--- src/udt_pkg.sv ---
// Package for the three-channel up/down timer with capture.
// Assumes a single bus clock; counter clock sources arrive as synchronous tick strobes.
package udt_pkg;

    // Register offsets inside one timer slot
    localparam logic [7:0] UDT_OFF_RELOAD = 8'h00;
    localparam logic [7:0] UDT_OFF_COUNT = 8'h04;
    localparam logic [7:0] UDT_OFF_CONTROL = 8'h08;
    localparam logic [7:0] UDT_OFF_CLEAR = 8'h0c;
    localparam logic [7:0] UDT_OFF_CAPTURE = 8'h10;
    localparam logic [7:0] UDT_OFF_STATUS = 8'h1c;

    // Timer slot select sits above the offset byte
    localparam int UDT_SLOT_LSB = 8;
    localparam int UDT_SLOT_MSB = 9;

    // Reset values and full-scale count
    localparam logic [15:0] UDT_CONTROL_RST = 16'h000a;
    localparam logic [15:0] UDT_RELOAD_RST = 16'h0000;
    localparam logic [15:0] UDT_FULL_SCALE = 16'hffff;

    // Control field positions
    localparam int UDT_CON_PRE_LSB = 0;
    localparam int UDT_CON_PRE_MSB = 1;
    localparam int UDT_CON_DIR_UP = 2;
    localparam int UDT_CON_PERIODIC = 3;
    localparam int UDT_CON_ENABLE = 4;
    localparam int UDT_CON_SRC_LSB = 5;
    localparam int UDT_CON_SRC_MSB = 6;
    localparam int UDT_CON_RELOAD_ON_CLR = 7;
    localparam int UDT_CON_EVT_LSB = 8;
    localparam int UDT_CON_EVT_MSB = 11;
    localparam logic [15:0] UDT_CON_MASK = 16'h0fff;

    // Status and clear bit positions
    localparam int UDT_STA_TIMEOUT = 0;
    localparam int UDT_STA_CAPTURE = 1;
    localparam int UDT_STA_CON_BUSY = 6;
    localparam int UDT_STA_CLR_BUSY = 7;

    // Busy window length in source clock ticks
    localparam logic [1:0] UDT_SYNC_TICKS = 2'd2;

    // Clock source codes
    typedef enum logic [1:0] {
        UDT_SRC_PERIPH,
        UDT_SRC_SYSTEM,
        UDT_SRC_LOWFREQ,
        UDT_SRC_FAST16M
    } udt_src_t;

    // Prescale codes; code 0 means /4 for the two bus clocks, /1 for the oscillators
    localparam logic [1:0] UDT_PRE_SMALL = 2'd0;
    localparam logic [1:0] UDT_PRE_16 = 2'd1;
    localparam logic [1:0] UDT_PRE_256 = 2'd2;
    localparam logic [1:0] UDT_PRE_32768 = 2'd3;

    // Terminal counts (divide factor minus one)
    localparam logic [14:0] UDT_DIV1_LAST = 15'd0;
    localparam logic [14:0] UDT_DIV4_LAST = 15'd3;
    localparam logic [14:0] UDT_DIV16_LAST = 15'd15;
    localparam logic [14:0] UDT_DIV256_LAST = 15'd255;
    localparam logic [14:0] UDT_DIV32768_LAST = 15'd32767;

endpackage

--- src/udt_prescaler.sv ---
// Clock source select and prescaler for one timer channel.
// Assumes source ticks are one-cycle strobes synchronous to ref_clk.
`timescale 1ns/1ps
module udt_prescaler
    import udt_pkg::*;
(
    // Clock and reset
    input wire logic ref_clk,
    input wire logic sys_rst,
    // Source ticks
    input wire logic periphTick,
    input wire logic systemTick,
    input wire logic lowFreqTick,
    input wire logic fastTick,
    // Configuration
    input wire logic [1:0] srcSel,
    input wire logic [1:0] preSel,
    input wire logic run,
    // Outputs
    output logic srcTick,
    output logic countTick
);

    logic [14:0] divCnt_q; // Prescale counter
    logic [14:0] divCnt_d;
    logic [14:0] lastCnt; // Terminal count for current setting

    // Terminal count: /4 only for the bus clocks, /1 only for the oscillators
    function automatic logic [14:0] pre_last(input logic [1:0] src, input logic [1:0] pre);
        logic [14:0] r;
        r = UDT_DIV1_LAST;
        unique case (pre)
            UDT_PRE_SMALL: r = (src == UDT_SRC_PERIPH || src == UDT_SRC_SYSTEM) ? UDT_DIV4_LAST : UDT_DIV1_LAST;
            UDT_PRE_16: r = UDT_DIV16_LAST;
            UDT_PRE_256: r = UDT_DIV256_LAST;
            UDT_PRE_32768: r = UDT_DIV32768_LAST;
        endcase
        return r;
    endfunction

    // Source multiplexer
    always_comb begin
        unique case (udt_src_t'(srcSel))
            UDT_SRC_PERIPH: srcTick = periphTick;
            UDT_SRC_SYSTEM: srcTick = systemTick;
            UDT_SRC_LOWFREQ: srcTick = lowFreqTick;
            UDT_SRC_FAST16M: srcTick = fastTick;
        endcase
    end

    // Divider next state; held at zero while stopped so each run starts clean
    always_comb begin
        lastCnt = pre_last(srcSel, preSel);
        divCnt_d = divCnt_q;
        countTick = 1'b0;
        if (!run) begin
            divCnt_d = '0;
        end else if (srcTick) begin
            if (divCnt_q >= lastCnt) begin
                divCnt_d = '0;
                countTick = 1'b1;
            end else begin
                divCnt_d = divCnt_q + 15'd1;
            end
        end
    end

    // Divider register
    always_ff @(posedge ref_clk or posedge sys_rst) begin
        if (sys_rst) begin
            divCnt_q <= '0;
        end else begin
            divCnt_q <= divCnt_d;
        end
    end

endmodule

--- src/udt_timers.sv ---
// Three identical 16-bit up/down timers with reload and event capture.
// Assumes a plain register port with one-cycle strobes and read data one cycle later.
//
// Our own choices: the plain strobed port and the register offsets.
`timescale 1ns/1ps
// Operation
// - Three identical 16-bit up/down counters
// - Pick peripheral, system, low-freq or 16M clock
// - Prescale 1,4,16,256,32768 with source limits
// - Free-running wraps across the full range
// - Periodic starts at reload value, reloads; enabling does not load the count, a bit 7 clear write does
// - Full scale is 0xFFFF
// - Endpoint raises timeout, sets status bit 0
// - Writing one to clear bit 0 clears timeout
// - Control bit 4 enables, bit 3 periodic
// - Control bit 2 picks count direction
// - Periodic mode reloads on every timeout
// - Bit 7: clear-register write also reloads
// - Count value readable at any time
// - First event assertion captures count, keeps running
// - Sixteen selectable capture event sources
// - Period equals span times prescale factor
// - Capture pending bit 1 blocks until cleared
// - Event select in control bits 11:8
// - Busy status shown for two source ticks
module udt_timers
    import udt_pkg::*;
#(
    parameter int NUM_TIMERS = 3,
    parameter int ADDR_W = 10
) (
    // Clock and reset
    input wire logic ref_clk,
    input wire logic sys_rst,
    // Register port
    input wire logic [ADDR_W-1:0] regAddr,
    input wire logic [15:0] regWrData,
    input wire logic regWrite,
    input wire logic regRead,
    output logic [15:0] regRdData,
    // Counter clock source ticks
    input wire logic periphTick,
    input wire logic systemTick,
    input wire logic lowFreqTick,
    input wire logic crystalTick,
    input wire logic fastOscTick,
    input wire logic fastSrcIsCrystal,
    // Capture event sources, one group per timer
    input wire logic [NUM_TIMERS-1:0][15:0] captureEvent,
    // Timeout interrupts
    output logic [NUM_TIMERS-1:0] timeoutIrq
);

    // Register state per timer
    logic [NUM_TIMERS-1:0][15:0] reload_q, reload_d; // Reload value
    logic [NUM_TIMERS-1:0][15:0] control_q, control_d; // Control
    logic [NUM_TIMERS-1:0][15:0] count_q, count_d; // Live counter
    logic [NUM_TIMERS-1:0][15:0] capture_q, capture_d; // Captured count
    logic [NUM_TIMERS-1:0] timeout_q, timeout_d; // Sticky timeout flag
    logic [NUM_TIMERS-1:0] capPend_q, capPend_d; // Capture pending
    logic [NUM_TIMERS-1:0] evtPrev_q, evtPrev_d; // Last selected event level
    logic [NUM_TIMERS-1:0][1:0] conBusy_q, conBusy_d; // Control write busy window
    logic [NUM_TIMERS-1:0][1:0] clrBusy_q, clrBusy_d; // Clear write busy window
    logic [15:0] rdData_q, rdData_d; // Read data register

    // Decode helpers
    logic fastTick; // Chosen 16 MHz source
    logic [NUM_TIMERS-1:0] srcTick; // Selected source tick per timer
    logic [NUM_TIMERS-1:0] countTick; // Prescaled tick per timer
    logic [7:0] offset; // Offset inside slot
    logic [1:0] slot; // Timer slot

    assign offset = regAddr[7:0];
    assign slot = regAddr[UDT_SLOT_MSB:UDT_SLOT_LSB];

    // Global configuration picks crystal or internal oscillator as the fast source
    assign fastTick = fastSrcIsCrystal ? crystalTick : fastOscTick;

    // Write hit on a given timer slot and offset
    function automatic logic hit(input logic strobe, input logic [1:0] s, input int idx,
                                 input logic [7:0] off, input logic [7:0] want);
        return strobe && (s == idx[1:0]) && (off == want);
    endfunction

    // Status word assembly, shared by read path
    function automatic logic [15:0] status_word(input logic to, input logic cp,
                                                input logic [1:0] cb, input logic [1:0] kb);
        logic [15:0] w;
        w = 16'h0000;
        w[UDT_STA_TIMEOUT] = to;
        w[UDT_STA_CAPTURE] = cp;
        w[UDT_STA_CON_BUSY] = (cb != 2'd0);
        w[UDT_STA_CLR_BUSY] = (kb != 2'd0);
        return w;
    endfunction

    // One clock select and prescaler per timer
    genvar gi;
    generate
        for (gi = 0; gi < NUM_TIMERS; gi++) begin : g_pre
            udt_prescaler u_pre (
                .ref_clk(ref_clk),
                .sys_rst(sys_rst),
                .periphTick(periphTick),
                .systemTick(systemTick),
                .lowFreqTick(lowFreqTick),
                .fastTick(fastTick),
                .srcSel(control_q[gi][UDT_CON_SRC_MSB:UDT_CON_SRC_LSB]),
                .preSel(control_q[gi][UDT_CON_PRE_MSB:UDT_CON_PRE_LSB]),
                .run(control_q[gi][UDT_CON_ENABLE]),
                .srcTick(srcTick[gi]),
                .countTick(countTick[gi])
            );
        end
    endgenerate

    // Timer next state: configuration, counting, timeout, capture and busy windows
    always_comb begin
        logic up; // Counting direction
        logic periodic; // Reload mode
        logic atEnd; // Counter at its endpoint
        logic clrWr; // Clear register written
        logic evtNow; // Selected event level
        logic [15:0] startVal; // Restart value
        up = 1'b0;
        periodic = 1'b0;
        atEnd = 1'b0;
        clrWr = 1'b0;
        evtNow = 1'b0;
        startVal = 16'h0000;
        reload_d = reload_q;
        control_d = control_q;
        count_d = count_q;
        capture_d = capture_q;
        timeout_d = timeout_q;
        capPend_d = capPend_q;
        evtPrev_d = evtPrev_q;
        conBusy_d = conBusy_q;
        clrBusy_d = clrBusy_q;
        for (int i = 0; i < NUM_TIMERS; i++) begin
            up = control_q[i][UDT_CON_DIR_UP];
            periodic = control_q[i][UDT_CON_PERIODIC];
            atEnd = up ? (count_q[i] == UDT_FULL_SCALE) : (count_q[i] == 16'h0000);
            clrWr = hit(regWrite, slot, i, offset, UDT_OFF_CLEAR);

            // Restart point: reload value in periodic mode, opposite end otherwise
            if (periodic) begin
                startVal = reload_q[i];
            end else begin
                startVal = up ? 16'h0000 : UDT_FULL_SCALE;
            end

            // Register writes; software keeps the timer stopped while reconfiguring
            if (hit(regWrite, slot, i, offset, UDT_OFF_RELOAD)) begin
                reload_d[i] = regWrData;
            end
            if (hit(regWrite, slot, i, offset, UDT_OFF_CONTROL)) begin
                control_d[i] = regWrData & UDT_CON_MASK;
                conBusy_d[i] = UDT_SYNC_TICKS;
            end else if (srcTick[i] && conBusy_q[i] != 2'd0) begin
                conBusy_d[i] = conBusy_q[i] - 2'd1;
            end
            if (clrWr) begin
                clrBusy_d[i] = UDT_SYNC_TICKS;
            end else if (srcTick[i] && clrBusy_q[i] != 2'd0) begin
                clrBusy_d[i] = clrBusy_q[i] - 2'd1;
            end

            // Clears first, so a timeout in the same cycle wins below; capture still sees the old pending bit
            if (clrWr && regWrData[UDT_STA_TIMEOUT]) begin
                timeout_d[i] = 1'b0;
            end
            if (clrWr && regWrData[UDT_STA_CAPTURE]) begin
                capPend_d[i] = 1'b0;
            end

            // Counting on the prescaled tick while enabled
            if (control_q[i][UDT_CON_ENABLE] && countTick[i]) begin
                if (atEnd) begin
                    count_d[i] = startVal;
                    timeout_d[i] = 1'b1;
                end else if (up) begin
                    count_d[i] = count_q[i] + 16'h0001;
                end else begin
                    count_d[i] = count_q[i] - 16'h0001;
                end
            end

            // Clear write while control bit 7 is set reloads at once, in either mode
            if (clrWr && control_q[i][UDT_CON_RELOAD_ON_CLR]) begin
                count_d[i] = reload_q[i];
            end

            // Capture on the rising edge of the selected event, only when not pending
            evtNow = captureEvent[i][control_q[i][UDT_CON_EVT_MSB:UDT_CON_EVT_LSB]];
            evtPrev_d[i] = evtNow;
            if (evtNow && !evtPrev_q[i] && !capPend_q[i]) begin
                capture_d[i] = count_q[i];
                capPend_d[i] = 1'b1;
            end
        end
    end

    // Timer state registers
    always_ff @(posedge ref_clk or posedge sys_rst) begin
        if (sys_rst) begin
            for (int i = 0; i < NUM_TIMERS; i++) begin
                reload_q[i] <= UDT_RELOAD_RST;
                control_q[i] <= UDT_CONTROL_RST;
                count_q[i] <= 16'h0000;
                capture_q[i] <= 16'h0000;
                conBusy_q[i] <= 2'd0;
                clrBusy_q[i] <= 2'd0;
            end
            timeout_q <= '0;
            capPend_q <= '0;
            evtPrev_q <= '0;
        end else begin
            reload_q <= reload_d;
            control_q <= control_d;
            count_q <= count_d;
            capture_q <= capture_d;
            timeout_q <= timeout_d;
            capPend_q <= capPend_d;
            evtPrev_q <= evtPrev_d;
            conBusy_q <= conBusy_d;
            clrBusy_q <= clrBusy_d;
        end
    end

    // Read mux; unmapped slots, offsets and the write-only clear register read zero
    always_comb begin
        rdData_d = rdData_q;
        if (regRead) begin
            rdData_d = 16'h0000;
            for (int i = 0; i < NUM_TIMERS; i++) begin
                if (slot == i[1:0]) begin
                    unique case (offset)
                        UDT_OFF_RELOAD: rdData_d = reload_q[i];
                        UDT_OFF_COUNT: rdData_d = count_q[i];
                        UDT_OFF_CONTROL: rdData_d = control_q[i];
                        UDT_OFF_CAPTURE: rdData_d = capture_q[i];
                        UDT_OFF_STATUS: rdData_d = status_word(timeout_q[i], capPend_q[i],
                                                               conBusy_q[i], clrBusy_q[i]);
                        default: rdData_d = 16'h0000;
                    endcase
                end
            end
        end
    end

    // Read data register; value holds from the cycle after the strobe until the next read
    always_ff @(posedge ref_clk or posedge sys_rst) begin
        if (sys_rst) begin
            rdData_q <= 16'h0000;
        end else begin
            rdData_q <= rdData_d;
        end
    end

    assign regRdData = rdData_q;
    // Interrupt is the sticky flag itself, already in the bus clock domain
    assign timeoutIrq = timeout_q;

endmodule

--- config.mk ---
export PLATFORM = sky130hd
export DESIGN_NAME = udt_timers
export DESIGN_NICKNAME = d
export VERILOG_FILES = /design/src/udt_pkg.sv /design/src/udt_prescaler.sv /design/src/udt_timers.sv
export SDC_FILE = /design/constraint.sdc
export NUM_CORES = 1
export LEC_CHECK = 0
export BUFFER_PORTS_ARGS = -buffer_cell sky130_fd_sc_hd__buf_2
export CAP_MARGIN = 20
export CORE_MARGIN = 5
export CORE_UTILIZATION = 63
export CTS_CLUSTER_DIAMETER = 100
export CTS_CLUSTER_SIZE = 10
export DETAILED_ROUTE_END_ITERATION = 7
export GPL_TIMING_DRIVEN = 0
export PLACE_DENSITY = 0.82
export SKIP_CTS_REPAIR_TIMING = 1
export SKIP_LAST_GASP = 1
export SYNTH_ARGS = -nofsm -noshare
export SYNTH_HDL_FRONTEND = slang
export SYNTH_SLANG_ARGS = --single-unit
--- constraint.sdc ---
create_clock -name ref_clk -period 15.49 [get_ports ref_clk]
set_input_delay 1.549 -clock ref_clk [delete_from_list [all_inputs] [get_ports ref_clk]]
set_output_delay 1.549 -clock ref_clk [all_outputs]
set_load 0.03 [all_outputs]
==> results of run 1 <==
[kinds of logic after synthesis]
group / after synthesis / share of synthesized area, %
buffers and inverters: 131 / 3.430
adders and majority gates: 99 / 7.483
and+or+nand+nor: 522 / 15.33
DFF: 262 / 38.94
AOI/OAI and AO/OA: 455 / 17.60
muxes: 192 / 13.79
xor gates and xnor gates: 66 / 3.430
[power by group]
| group | total (mW) | internal (mW) | switching [mW] |
|---|---|---|---|
| Sequential | 0.817 | 0.746 | 0.0715 |
| Combinational | 0.324 | 0.144 | 0.180 |
| Clock | 0.645 | 0.361 | 0.284 |
| Total | 1.79 | 1.25 | 0.536 |
[flip-flops by register name, indices dropped and copies added, names as in the netlist]
name and flops:
capPend_q 3, capture_q 48, clrBusy_q 6, conBusy_q 6
control_q 36, count_q 48, evtPrev_q 3, g_pre.u_pre.divCnt_q 45
regRdData 16, reload_q 48, timeoutIrq 3
[cells in the final DEF (no fill, tap or decap), drive strengths merged, types with 15 or more instances in the layout]
cell,instances
ha,96
nor4,17
a22o,18
mux4,18
a211oi,42
a31oi,15
xnor2,36
nor2,122
xor2,30
o21ai,109
inv,48
buf,141
nor2b,16
clkbuf,92
nand2,168
dfrtp,256
mux2,141
a222oi,21
a21oi,131
mux2i,33
nor3,48
nand3,45
nand2b,18
a21o,21
nand4,24
[layer usage]
layer	up-vias	share of wire [%]	wire length [um]	global-route usage, %
met5	-	0.012	6	0
met4	2	6.0	3002	16.86
met3	192	8.6	4328	5.976
met2	739	47	23550	53.13
met1	7194	38	19290	41.01
li1	6701	-	-	-
[worst min path at each step]
stage	from	endpoint	slack (ns)	depth (start not counted)
after global routing	capture_q[17]	capture_q[17]	0.52	1
after CTS	conBusy_q[5]	conBusy_q[5]	0.49	1
after floorplan	reload_q[10]	count_q[10]	0.46	2
after detailed placement	conBusy_q[5]	conBusy_q[5]	0.48	1
after global placement	clrBusy_q[5]	clrBusy_q[5]	0.47	1
final	conBusy_q[5]	conBusy_q[5]	0.49	1
[stage by stage]
stage	hold slack, ns	worst slack [ns]
2_1_floorplan	0.4575	6.739
3_3_place_gp	0.4695	3.835
3_5_place_dp	0.4774	11.06
4_1_cts	0.4894	11.63
5_1_grt	0.5158	11.46
6_report	0.4883	11.44
[worst reg2reg max path: stages, from the launching register on]
cell	delay, ns
dfrtp_1	0.45
inv_1	0.55
ha_1	0.40
a21oi_1	0.25
o32ai_1	0.15
o41ai_1	0.55
o21a_1	0.28
o21ai_0	0.19
xor2_1	0.19
nand2_1	0.07
a311oi_1	0.32
[Yosys cell counts, types with 7 or more instances]
| master | n |
|---|---|
| nand3_1 | 43 |
| a22o_1 | 18 |
| a31oi_1 | 15 |
| nor3_2 | 7 |
| nand4_1 | 24 |
| dfrtp_1 | 256 |
| o211ai_1 | 8 |
| mux2i_1 | 33 |
| o21a_1 | 8 |
| nor3_1 | 39 |
| xnor2_1 | 36 |
| inv_1 | 47 |
| mux4_2 | 18 |
| nor2_1 | 120 |
| nand2b_1 | 18 |
| mux2_2 | 140 |
| buf_2 | 26 |
| a221o_1 | 10 |
| a222oi_1 | 21 |
| or3_1 | 7 |
| and2_1 | 14 |
| xor2_1 | 30 |
| o22ai_1 | 13 |
| a21o_1 | 21 |
| nor2b_1 | 16 |
| a21oi_1 | 130 |
| clkbuf_1 | 41 |
| nand2_1 | 167 |
| o21ai_0 | 107 |
| ha_1 | 96 |
| nor4_1 | 16 |
| nand3b_1 | 9 |
| a211o_1 | 11 |
| a221oi_1 | 10 |
| buf_4 | 10 |
| and3_1 | 11 |
| a211oi_1 | 41 |
[layout make-up]
| type | instances | share of cell area (%) |
|---|---|---|
| tap | 335 | 2.242 |
| clock buffer | 50 | 4.418 |
| buffer | 83 | 2.129 |
| sequential | 262 | 35.12 |
| inverter | 48 | 1.004 |
| clock inverter | 2 | 0.2075 |
| timing repair buffer | 100 | 2.919 |
| multi-input combinational | 1334 | 51.96 |
==> impl_metrics.py, run 1 <==
metrics = {
    "run_status": {
        "outcome": "complete, no violations",
    },
    "floorplan": {
        "num_rows": 59,
        "die_area_um2": 30120,
        "die_y_um": 173.6,
        "core_area_um2": 26210,
        "ios": 103,
        "die_width_um": 173.6,
        "initial_core_util_pct": 64.32,
    },
    "synth": {
        "ys_types": 82,
        "syn_nets": 1910,
        "synth_flop_cell": "dfrtp_1",
        "yosysSeqAreaShare_pct": 38.94,
        "synth_top_area_share_pct": 38.01,
        "synth_top_area_cell": "dfrtp_1",
        "synthArstFlopShare_pct": 100.0,
        "synth.area.top_cells": "dfrtp_1, mux2_2, ha_1",
        "yosys_warnings": 0,
        "syn_inst": 1727,
        "synth-seq-cells": 262,
        "mappedNetlistArea_um2": 16850,
        "synth_edf_count": 0,
        "syn_avg_cell_area_um2": 9.760,
    },
    "sta": {
        "tns_ns": 0,
        "fin_crit_ns": 4.050,
        "rsz0062_at_grt": "false",
        "worst_pin_slew_ns": 1.178,
        "post-route-period-util_pct": 26.15,
        "fmax_mhz": 246.9,
        "hold_viol": 0,
        "setup_violations": 0,
        "relSlewSlack_pct": 20.83,
        "slew_violations": 0,
        "skew_ns": 0.02073,
    },
    "layout": {
        "instances_no_fill": 2214,
        "multi_input_area_um2": 9713,
        "syn_to_final_growth_pct": 10.90,
        "fillerInstances": 1886,
        "fin_util_pct": 71.32,
        "drive_gt1_share_pct": 19.69,
        "antenna_cells": 0,
        "layout.nets": 2042,
        "regArea_um2": 6564,
        "design_area_um2": 18690,
    },
    "worst_setup_path": {
        "cp.required_ns": 15.95,
        "arrival_ns": 4.51,
        "r2r-start": "control_q[2]",
        "reg2reg_to": "count_q[14]",
        "worstSetupStartpoint": "regAddr[3]",
        "crit_end": "regRdData[10]",
        "critPathBufInv": 4,
        "cp_slowest_cell": "a221oi_1",
        "critPathLaunchType": "input pin",
        "critPathCaptureType": "register",
        "cp_max_fo": 10,
        "critPathKind": "input pin to register",
        "reg2reg_slack_ns": 12.00,
        "critical-path-top-delay-family": "buffers and inverters",
        "reg2reg_depth": 10,
        "critical_path.max_stage_delay_ns": 0.65,
        "crit_chain": "clkbuf_1 > buf_2 > buf_2 > clkbuf_1 > o21ai_0 > a221oi_1 > a211oi_1 > a22o_1",
        "cp_num_cells": 8,
    },
    "route": {
        "remaining_drc_errors": 0,
        "wire_per_inst_um": 22.66,
        "vias": 14828,
        "routed_wl_um": 50180,
        "viasPerCell": 6.697,
        "drtIter0Drc": 1413,
        "dr.pass1.iters": 7,
        "drtAntennaViolNets": 0,
    },
    "global_route": {
        "grt_first_pass_wirelength_um": 79170,
        "grt_pass1_vias": 14741,
        "grt_usage_pct": 32.34,
        "grt_overflow": 0,
        "grt_max_degree": 111,
        "grt_antenna_before_repair": 1,
    },
    "power_and_ir_drop": {
        "power.total_mw": 1.787,
        "p_per_area_nw_per_um2": 95.61,
        "ir_worst_vdd_mv": 0.1033,
        "power.leakage_nw": 8.738,
    },
    "run": {
        "maxCapViolations": 0,
    },
    "clock_tree": {
        "h-tree-depth": 1,
        "cts-root-buf": "clkbuf_16",
        "cts.path.max_buffers": 3,
        "cts_buffers": 30,
        "clk_latency_ns": 0.57,
        "cts_tree": "done",
        "clkTransAtPathRegs_ns": 0.06,
        "cts.sinks": 262,
    },
    "placed_design": {
        "dpl.hpwl_um": 37170,
        "place_area_um2": 17830,
        "globalplace.congestion": 0.9891,
        "io_buffers": 98,
        "dp_cells": 2162,
    },
    "min_path": {
        "hold_class": "register to register",
    },
}
No activity file was read; power rests on OpenSTA's default activity.
==> inputs of run 2 (changes only) <==
--- a/config.mk
+++ b/config.mk
@@ -8,12 +8,12 @@
 export BUFFER_PORTS_ARGS = -buffer_cell sky130_fd_sc_hd__buf_2
 export CAP_MARGIN = 20
 export CORE_MARGIN = 5
-export CORE_UTILIZATION = 63
+export CORE_UTILIZATION = 56
 export CTS_CLUSTER_DIAMETER = 100
 export CTS_CLUSTER_SIZE = 10
 export DETAILED_ROUTE_END_ITERATION = 7
 export GPL_TIMING_DRIVEN = 0
-export PLACE_DENSITY = 0.82
+export PLACE_DENSITY = 0.77
 export SKIP_CTS_REPAIR_TIMING = 1
 export SKIP_LAST_GASP = 1
 export SYNTH_ARGS = -nofsm -noshare
==> constraint.sdc (replaced) <==
create_clock -name ref_clk -period 3.6 [get_ports ref_clk]
set_input_delay 0.36 -clock ref_clk [delete_from_list [all_inputs] [get_ports ref_clk]]
set_output_delay 0.36 -clock ref_clk [all_outputs]
set_load 0.03 [all_outputs]
==> run 2 against run 1 <==
Against the previous run:
- the flow now finishes with violations (hold timing)
- first-iteration DRC count down 2.3%
- clock-buffer cell count up 5
- clock power rose to 4.4 times the previous value
- clock skew up 0.00055 ns
- combinational power rose to 4.3 times the previous value
- die area up 12%
- setup slack worse by 11 ns
- register-to-register slack worse by 12 ns
- sequential cell count unchanged
==> impl_metrics.py, run 2 (synthesized netlist as in run 1, its figures left out) <==
metrics = {
    "run_status": {
        "outcome": "finished, violations left",
        "violations": "hold timing",
    },
    "layout": {
        "final_common_cell": "dfrtp_1",
        "fin_util_pct": 63.53,
        "layout.nets": 2051,
        "fillerInstances": 2461,
        "instances_no_fill": 2283,
        "drive_gt1_share_pct": 20.14,
        "design_area_um2": 18880,
        "mostFrequentLayoutCells": "dfrtp_1, nand2_1, mux2_2",
        "syn_to_final_growth_pct": 12.01,
        "reg.largest.list": "capture_q: 48 flops, count_q: 48 flops, reload_q: 48 flops",
    },
    "sta": {
        "post-route-period-util_pct": 94.00,
        "worst_pin_slew_ns": 1.093,
        "setup_violations": 0,
        "slew_violations": 0,
        "holdWs_ns": -0.05032,
        "fmax_mhz": 295.5,
        "hold_viol": 31,
        "relSlewSlack_pct": 26.50,
        "rsz0062_at_grt": "false",
        "tns_ns": 0,
        "fin_ws_ns": 0.2161,
        "skew_ns": 0.02127,
        "fin_crit_ns": 3.384,
    },
    "floorplan": {
        "initial_core_util_pct": 56.72,
        "die_y_um": 183.5,
        "core_area_um2": 29720,
        "num_rows": 63,
        "die_width_um": 183.5,
        "die_area_um2": 33670,
        "ios": 103,
    },
    "worst_setup_path": {
        "arrival_ns": 3.78,
        "reg2reg_depth": 8,
        "cp_max_fo": 8,
        "cp_slowest_cell": "or4_1",
        "critical_path.max_stage_delay_ns": 0.58,
        "crit_chain": "nand2_1 > ha_1 > nand4_1 > or4_1 > o21ai_1 > nand3_2 > nor3_2 > a31oi_1",
        "cp.required_ns": 4.00,
        "critPathKind": "register to register",
        "critPathCaptureType": "register",
        "critical-path-top-delay-family": "simple AND/OR/NAND/NOR gates",
        "critPathLaunchType": "register",
        "critPathBufInv": 0,
        "cp_num_cells": 8,
    },
    "route": {
        "vias": 14890,
        "drtIter0Drc": 1381,
        "wire_per_inst_um": 21.88,
        "remaining_drc_errors": 0,
        "routed_wl_um": 49950,
        "dr.pass1.iters": 8,
        "drtAntennaViolNets": 0,
        "viasPerCell": 6.522,
    },
    "power_and_ir_drop": {
        "ir_worst_vdd_mv": 0.4229,
        "power.leakage_nw": 8.775,
        "p_per_area_nw_per_um2": 409.1,
        "power.total_mw": 7.723,
    },
    "placed_design": {
        "place_area_um2": 17960,
        "dp_cells": 2221,
        "io_buffers": 98,
        "dpl.hpwl_um": 37330,
        "pre_cts_ws_ns": 0.1408,
        "globalplace.congestion": 0.9484,
    },
    "clock_tree": {
        "cts.sinks": 262,
        "cts_tree": "done",
        "cts-root-buf": "clkbuf_16",
        "cts_buffers": 30,
        "h-tree-depth": 1,
        "clk_latency_ns": 0.56,
        "clkTransAtPathRegs_ns": 0.06,
        "cts.path.max_buffers": 3,
    },
    "global_route": {
        "grt_usage_pct": 29.21,
        "grt_antenna_before_repair": 2,
        "grt_max_degree": 45,
        "grt_overflow": 0,
        "grt_first_pass_wirelength_um": 79340,
        "grt_pass1_vias": 14557,
    },
    "min_path": {
        "hold_class": "input pin to async pin",
    },
    "run": {
        "maxCapViolations": 0,
    },
}
-- run 2: area by class of cell --
| cell class | instances | area (um^2) | share of cell area [%] |
|---|---|---|---|
| buffer | 83 | 397.9 | 2.107 |
| tap | 390 | 488.0 | 2.585 |
| antenna | 1 | 2.502 | 0.01325 |
| timing repair buffer | 109 | 648.1 | 3.433 |
| clock buffer | 55 | 865.8 | 4.586 |
| inverter | 48 | 191.4 | 1.014 |
| sequential | 262 | 6564 | 34.77 |
| clock inverter | 1 | 8.758 | 0.04639 |
| multi-input combinational | 1334 | 9713 | 51.45 |
-- run 2: path summary, 6_finish.rpt --
path                       slack (ns)      endpoint           from
setup reg to reg                 0.22   count_q[39]  control_q[33]
hold / removal                  -0.05  evtPrev_q[2]        sys_rst
min in group ref_clk             0.07  reload_q[13]  regWrData[13]
setup / recovery                 0.22   count_q[39]  control_q[33]
max in group asynchronous        2.45  evtPrev_q[1]        sys_rst
hold reg to reg                  0.49  conBusy_q[5]   conBusy_q[5]
-- run 2: worst register-to-register path, stage by stage (launching register included) --
cell,delay [ns]
dfstp_2,0.55
nand2_1,0.21
ha_1,0.40
nand4_1,0.12
or4_1,0.58
o21ai_1,0.50
nand3_2,0.25
nor3_2,0.48
a31oi_1,0.15
-- run 2: power breakdown --
group	leakage [nW]	internal, mW	switching, mW	total [mW]
Clock	0.415	1.60	1.21	2.81
Combinational	4.87	0.626	0.763	1.39
Sequential	3.50	3.21	0.314	3.52
Total	8.78	5.44	2.29	7.72
-- run 2: layer usage --
metal,wire length [um],vias up,GRT usage (%)
met5,13,-,0
met4,2085,2,11.11
met3,4197,140,5.362
met2,23240,700,47.36
met1,20420,7321,39.30
li1,-,6727,-
==> inputs of run 3 (changes only) <==
--- a/config.mk
+++ b/config.mk
@@ -13,9 +13,11 @@
 export CTS_CLUSTER_SIZE = 10
 export DETAILED_ROUTE_END_ITERATION = 7
 export GPL_TIMING_DRIVEN = 0
+export HOLD_SLACK_MARGIN = 0.02
 export PLACE_DENSITY = 0.77
 export SKIP_CTS_REPAIR_TIMING = 1
 export SKIP_LAST_GASP = 1
 export SYNTH_ARGS = -nofsm -noshare
 export SYNTH_HDL_FRONTEND = slang
+export SYNTH_HIERARCHICAL = 1
 export SYNTH_SLANG_ARGS = --single-unit
==> run 3 against run 2 <==
Against the previous run:
- the flow now finishes without violations
- via count is 5.4% higher
- design area is 3.1% higher
- setup slack better by 0.019 ns
- fmax is 0.56% higher
- clock skew is 0.0063 ns higher
- worst hold slack better by 0.19 ns
- final cell count is 3.9% higher
- highest routed layer unchanged
==> impl_metrics.py, run 3 <==
metrics = {
    "worst_setup_path": {
        "reg2reg_slack_ns": 0.23,
        "arrival_ns": 3.85,
        "critPathLaunchType": "register",
        "critPathCaptureType": "register",
        "reg2reg_to": "count_q[10]",
        "critPathKind": "register to register",
        "cp_max_fo": 10,
        "reg2reg_depth": 11,
        "cp.required_ns": 4.08,
        "r2r-start": "control_q[1]",
    },
    "layout": {
        "drive_gt1_share_pct": 17.05,
        "fin_util_pct": 63.48,
        "layout.nets": 2130,
        "reg.largest.list": "capture_q: 48 flops, count_q: 48 flops, reload_q: 48 flops",
        "mostFrequentLayoutCells": "dfrtp_1, nand2_1, o21ai_0",
        "final_common_cell": "dfrtp_1",
        "syn_to_final_growth_pct": 11.35,
    },
    "power_and_ir_drop": {
        "p_per_area_nw_per_um2": 343.3,
        "ir_worst_vdd_mv": 0.4058,
        "power.leakage_nw": 8.905,
        "power.total_mw": 6.684,
    },
    "synth": {
        "syn_avg_cell_area_um2": 9.654,
        "mappedNetlistArea_um2": 17480,
        "synth_flop_cell": "dfrtp_1",
        "syn_nets": 1994,
        "synth-seq-cells": 262,
        "syn_inst": 1811,
        "synth.area.top_cells": "dfrtp_1, mux2_2, ha_1",
        "synth_top_area_share_pct": 36.64,
        "synthArstFlopShare_pct": 100.0,
        "yosysSeqAreaShare_pct": 37.54,
        "ys_top_cells_by_count": "dfrtp_1, nand2_1, o21ai_0, nor2_1, mux2_2",
        "ys_types": 84,
        "synth_top_area_cell": "dfrtp_1",
        "synth_edf_count": 0,
        "yosys_warnings": 6,
        "yosys.cell_count.top_type": "dfrtp_1",
    },
    "floorplan": {
        "ios": 103,
        "die_y_um": 186.7,
        "initial_core_util_pct": 57.01,
        "die_area_um2": 34860,
        "num_rows": 64,
        "core_area_um2": 30670,
        "die_width_um": 186.7,
    },
    "route": {
        "dr.pass1.iters": 6,
        "drtAntennaViolNets": 0,
        "vias": 15695,
        "routed_wl_um": 54630,
        "viasPerCell": 6.620,
        "wire_per_inst_um": 23.04,
        "drtIter0Drc": 1535,
        "remaining_drc_errors": 0,
    },
    "sta": {
        "fmax_mhz": 297.2,
        "fin_crit_ns": 3.365,
        "slew_violations": 0,
        "rsz0062_at_grt": "false",
        "setup_violations": 0,
        "hold_viol": 0,
        "worst_pin_slew_ns": 0.8925,
        "tns_ns": 0,
        "post-route-period-util_pct": 93.48,
        "relSlewSlack_pct": 40.50,
        "skew_ns": 0.02756,
    },
    "clock_tree": {
        "cts.sinks": 262,
        "clkTransAtPathRegs_ns": 0.06,
        "cts-root-buf": "clkbuf_16",
        "cts.path.max_buffers": 3,
        "cts_tree": "done",
        "cts_buffers": 30,
        "h-tree-depth": 1,
        "clk_latency_ns": 0.57,
    },
    "run_status": {
        "outcome": "complete, no violations",
    },
    "global_route": {
        "grt_first_pass_wirelength_um": 86540,
        "grt_overflow": 0,
        "grt_usage_pct": 30.34,
        "grt_pass1_vias": 15448,
        "grt_antenna_before_repair": 3,
        "grt_max_degree": 44,
    },
    "placed_design": {
        "dpl.hpwl_um": 40890,
        "io_buffers": 97,
        "globalplace.congestion": 0.9475,
    },
    "min_path": {
        "hold_class": "input pin to register",
        "min_to": "reload_q[31]",
        "holdPathStages": 2,
        "hold_start": "regWrData[15]",
    },
    "run": {
        "maxCapViolations": 0,
    },
}
[run 3: changes by cell type after synthesis, sizes merged, moves of 14 or more]
cell / previous run / this run
o21ai: 109 / 149
xnor2: 36 / 69
a21oi: 131 / 106
a222oi: 21 / 1
a22oi: 2 / 22
and3: 11 / 29
mux2i: 33 / 50
o221ai: 3 / 20
a211oi: 42 / 56
a22o: 18 / 4
nand2: 168 / 182
[run 3: logic make-up (layout without fill, tap and decap cells)]
group                      count (synthesis)  count (layout)  synth area share [%]
and+or+nand+nor                          512             512                 14.45
AOI/OAI and AO/OA                        508             508                 18.84
DFF                                      262             262                 37.54
muxes                                    199             199                 13.88
buffers and inverters                    144             304                 3.721
adders and majority gates                 99              99                 7.213
xor gates and xnor gates                  87              87                 4.358
other                                      0               4                     0
[run 3: final cells by class]
type | count | area (um^2)
antenna | 4 | 10.01
sequential | 262 | 6564
multi-input combinational | 1405 | 10270
clock buffer | 54 | 840.8
tap | 396 | 495.5
clock inverter | 2 | 25.02
buffer | 85 | 431.7
timing repair buffer | 104 | 603.1
fill | 2519 | 11200
inverter | 59 | 225.2
[run 3: power breakdown]
group | internal (mW) | switching (mW) | leakage (nW)
Sequential | 3.04 | 0.0601 | 3.59
Combinational | 0.301 | 0.468 | 4.91
Clock | 1.57 | 1.25 | 0.409
[run 3: layer usage]
metal / vias to the layer above / global-route usage (%) / share of wire, %
li1: 7054 / - / -
met1: 7690 / 42.66 / 41
met2: 785 / 47.72 / 45
met3: 164 / 4.765 / 9.0
met4: 2 / 11.43 / 4.3
met5: - / 0 / 0.013
[run 3: worst max-delay path, cell delays in order (launching register included)]
cell	delay (ns)
dfstp_2	0.57
nand2_1	0.23
ha_1	0.38
a21oi_1	0.14
o21ai_0	0.09
a21oi_1	0.33
o21ai_1	0.23
and3_1	0.26
nand2_1	0.24
clkbuf_1	0.46
a221oi_1	0.17
o22ai_1	0.19
[run 3: stage by stage]
stage / instance area (um^2) / hold slack, ns / setup slack, ns / std cells
2_1_floorplan: 17490 / 0.2615 / 0.4188 / 1811
3_5_place_dp: 18570 / 0.4780 / 0.02035 / 2309
3_3_place_gp: 18470 / 0.4676 / -0.9914 / 2304
6_report: 19470 / 0.1412 / 0.2349 / 2371
4_1_cts: 19430 / -0.04744 / 0.02534 / 2365
5_1_grt: 19460 / 0.1320 / 0.01078 / 2369
[run 3: worst max path at each step]
stage	from	slack, ns	cells after the start	to
final	control_q[1]	0.23	11	count_q[10]
after global routing	control_q[17]	0.01	12	count_q[23]
after CTS	control_q[33]	0.03	12	count_q[45]
after detailed placement	control_q[33]	0.02	12	count_q[45]
after global placement	sys_rst	-0.99	2	reload_q[42]
after floorplan	sys_rst	0.42	1	capPend_q[0]
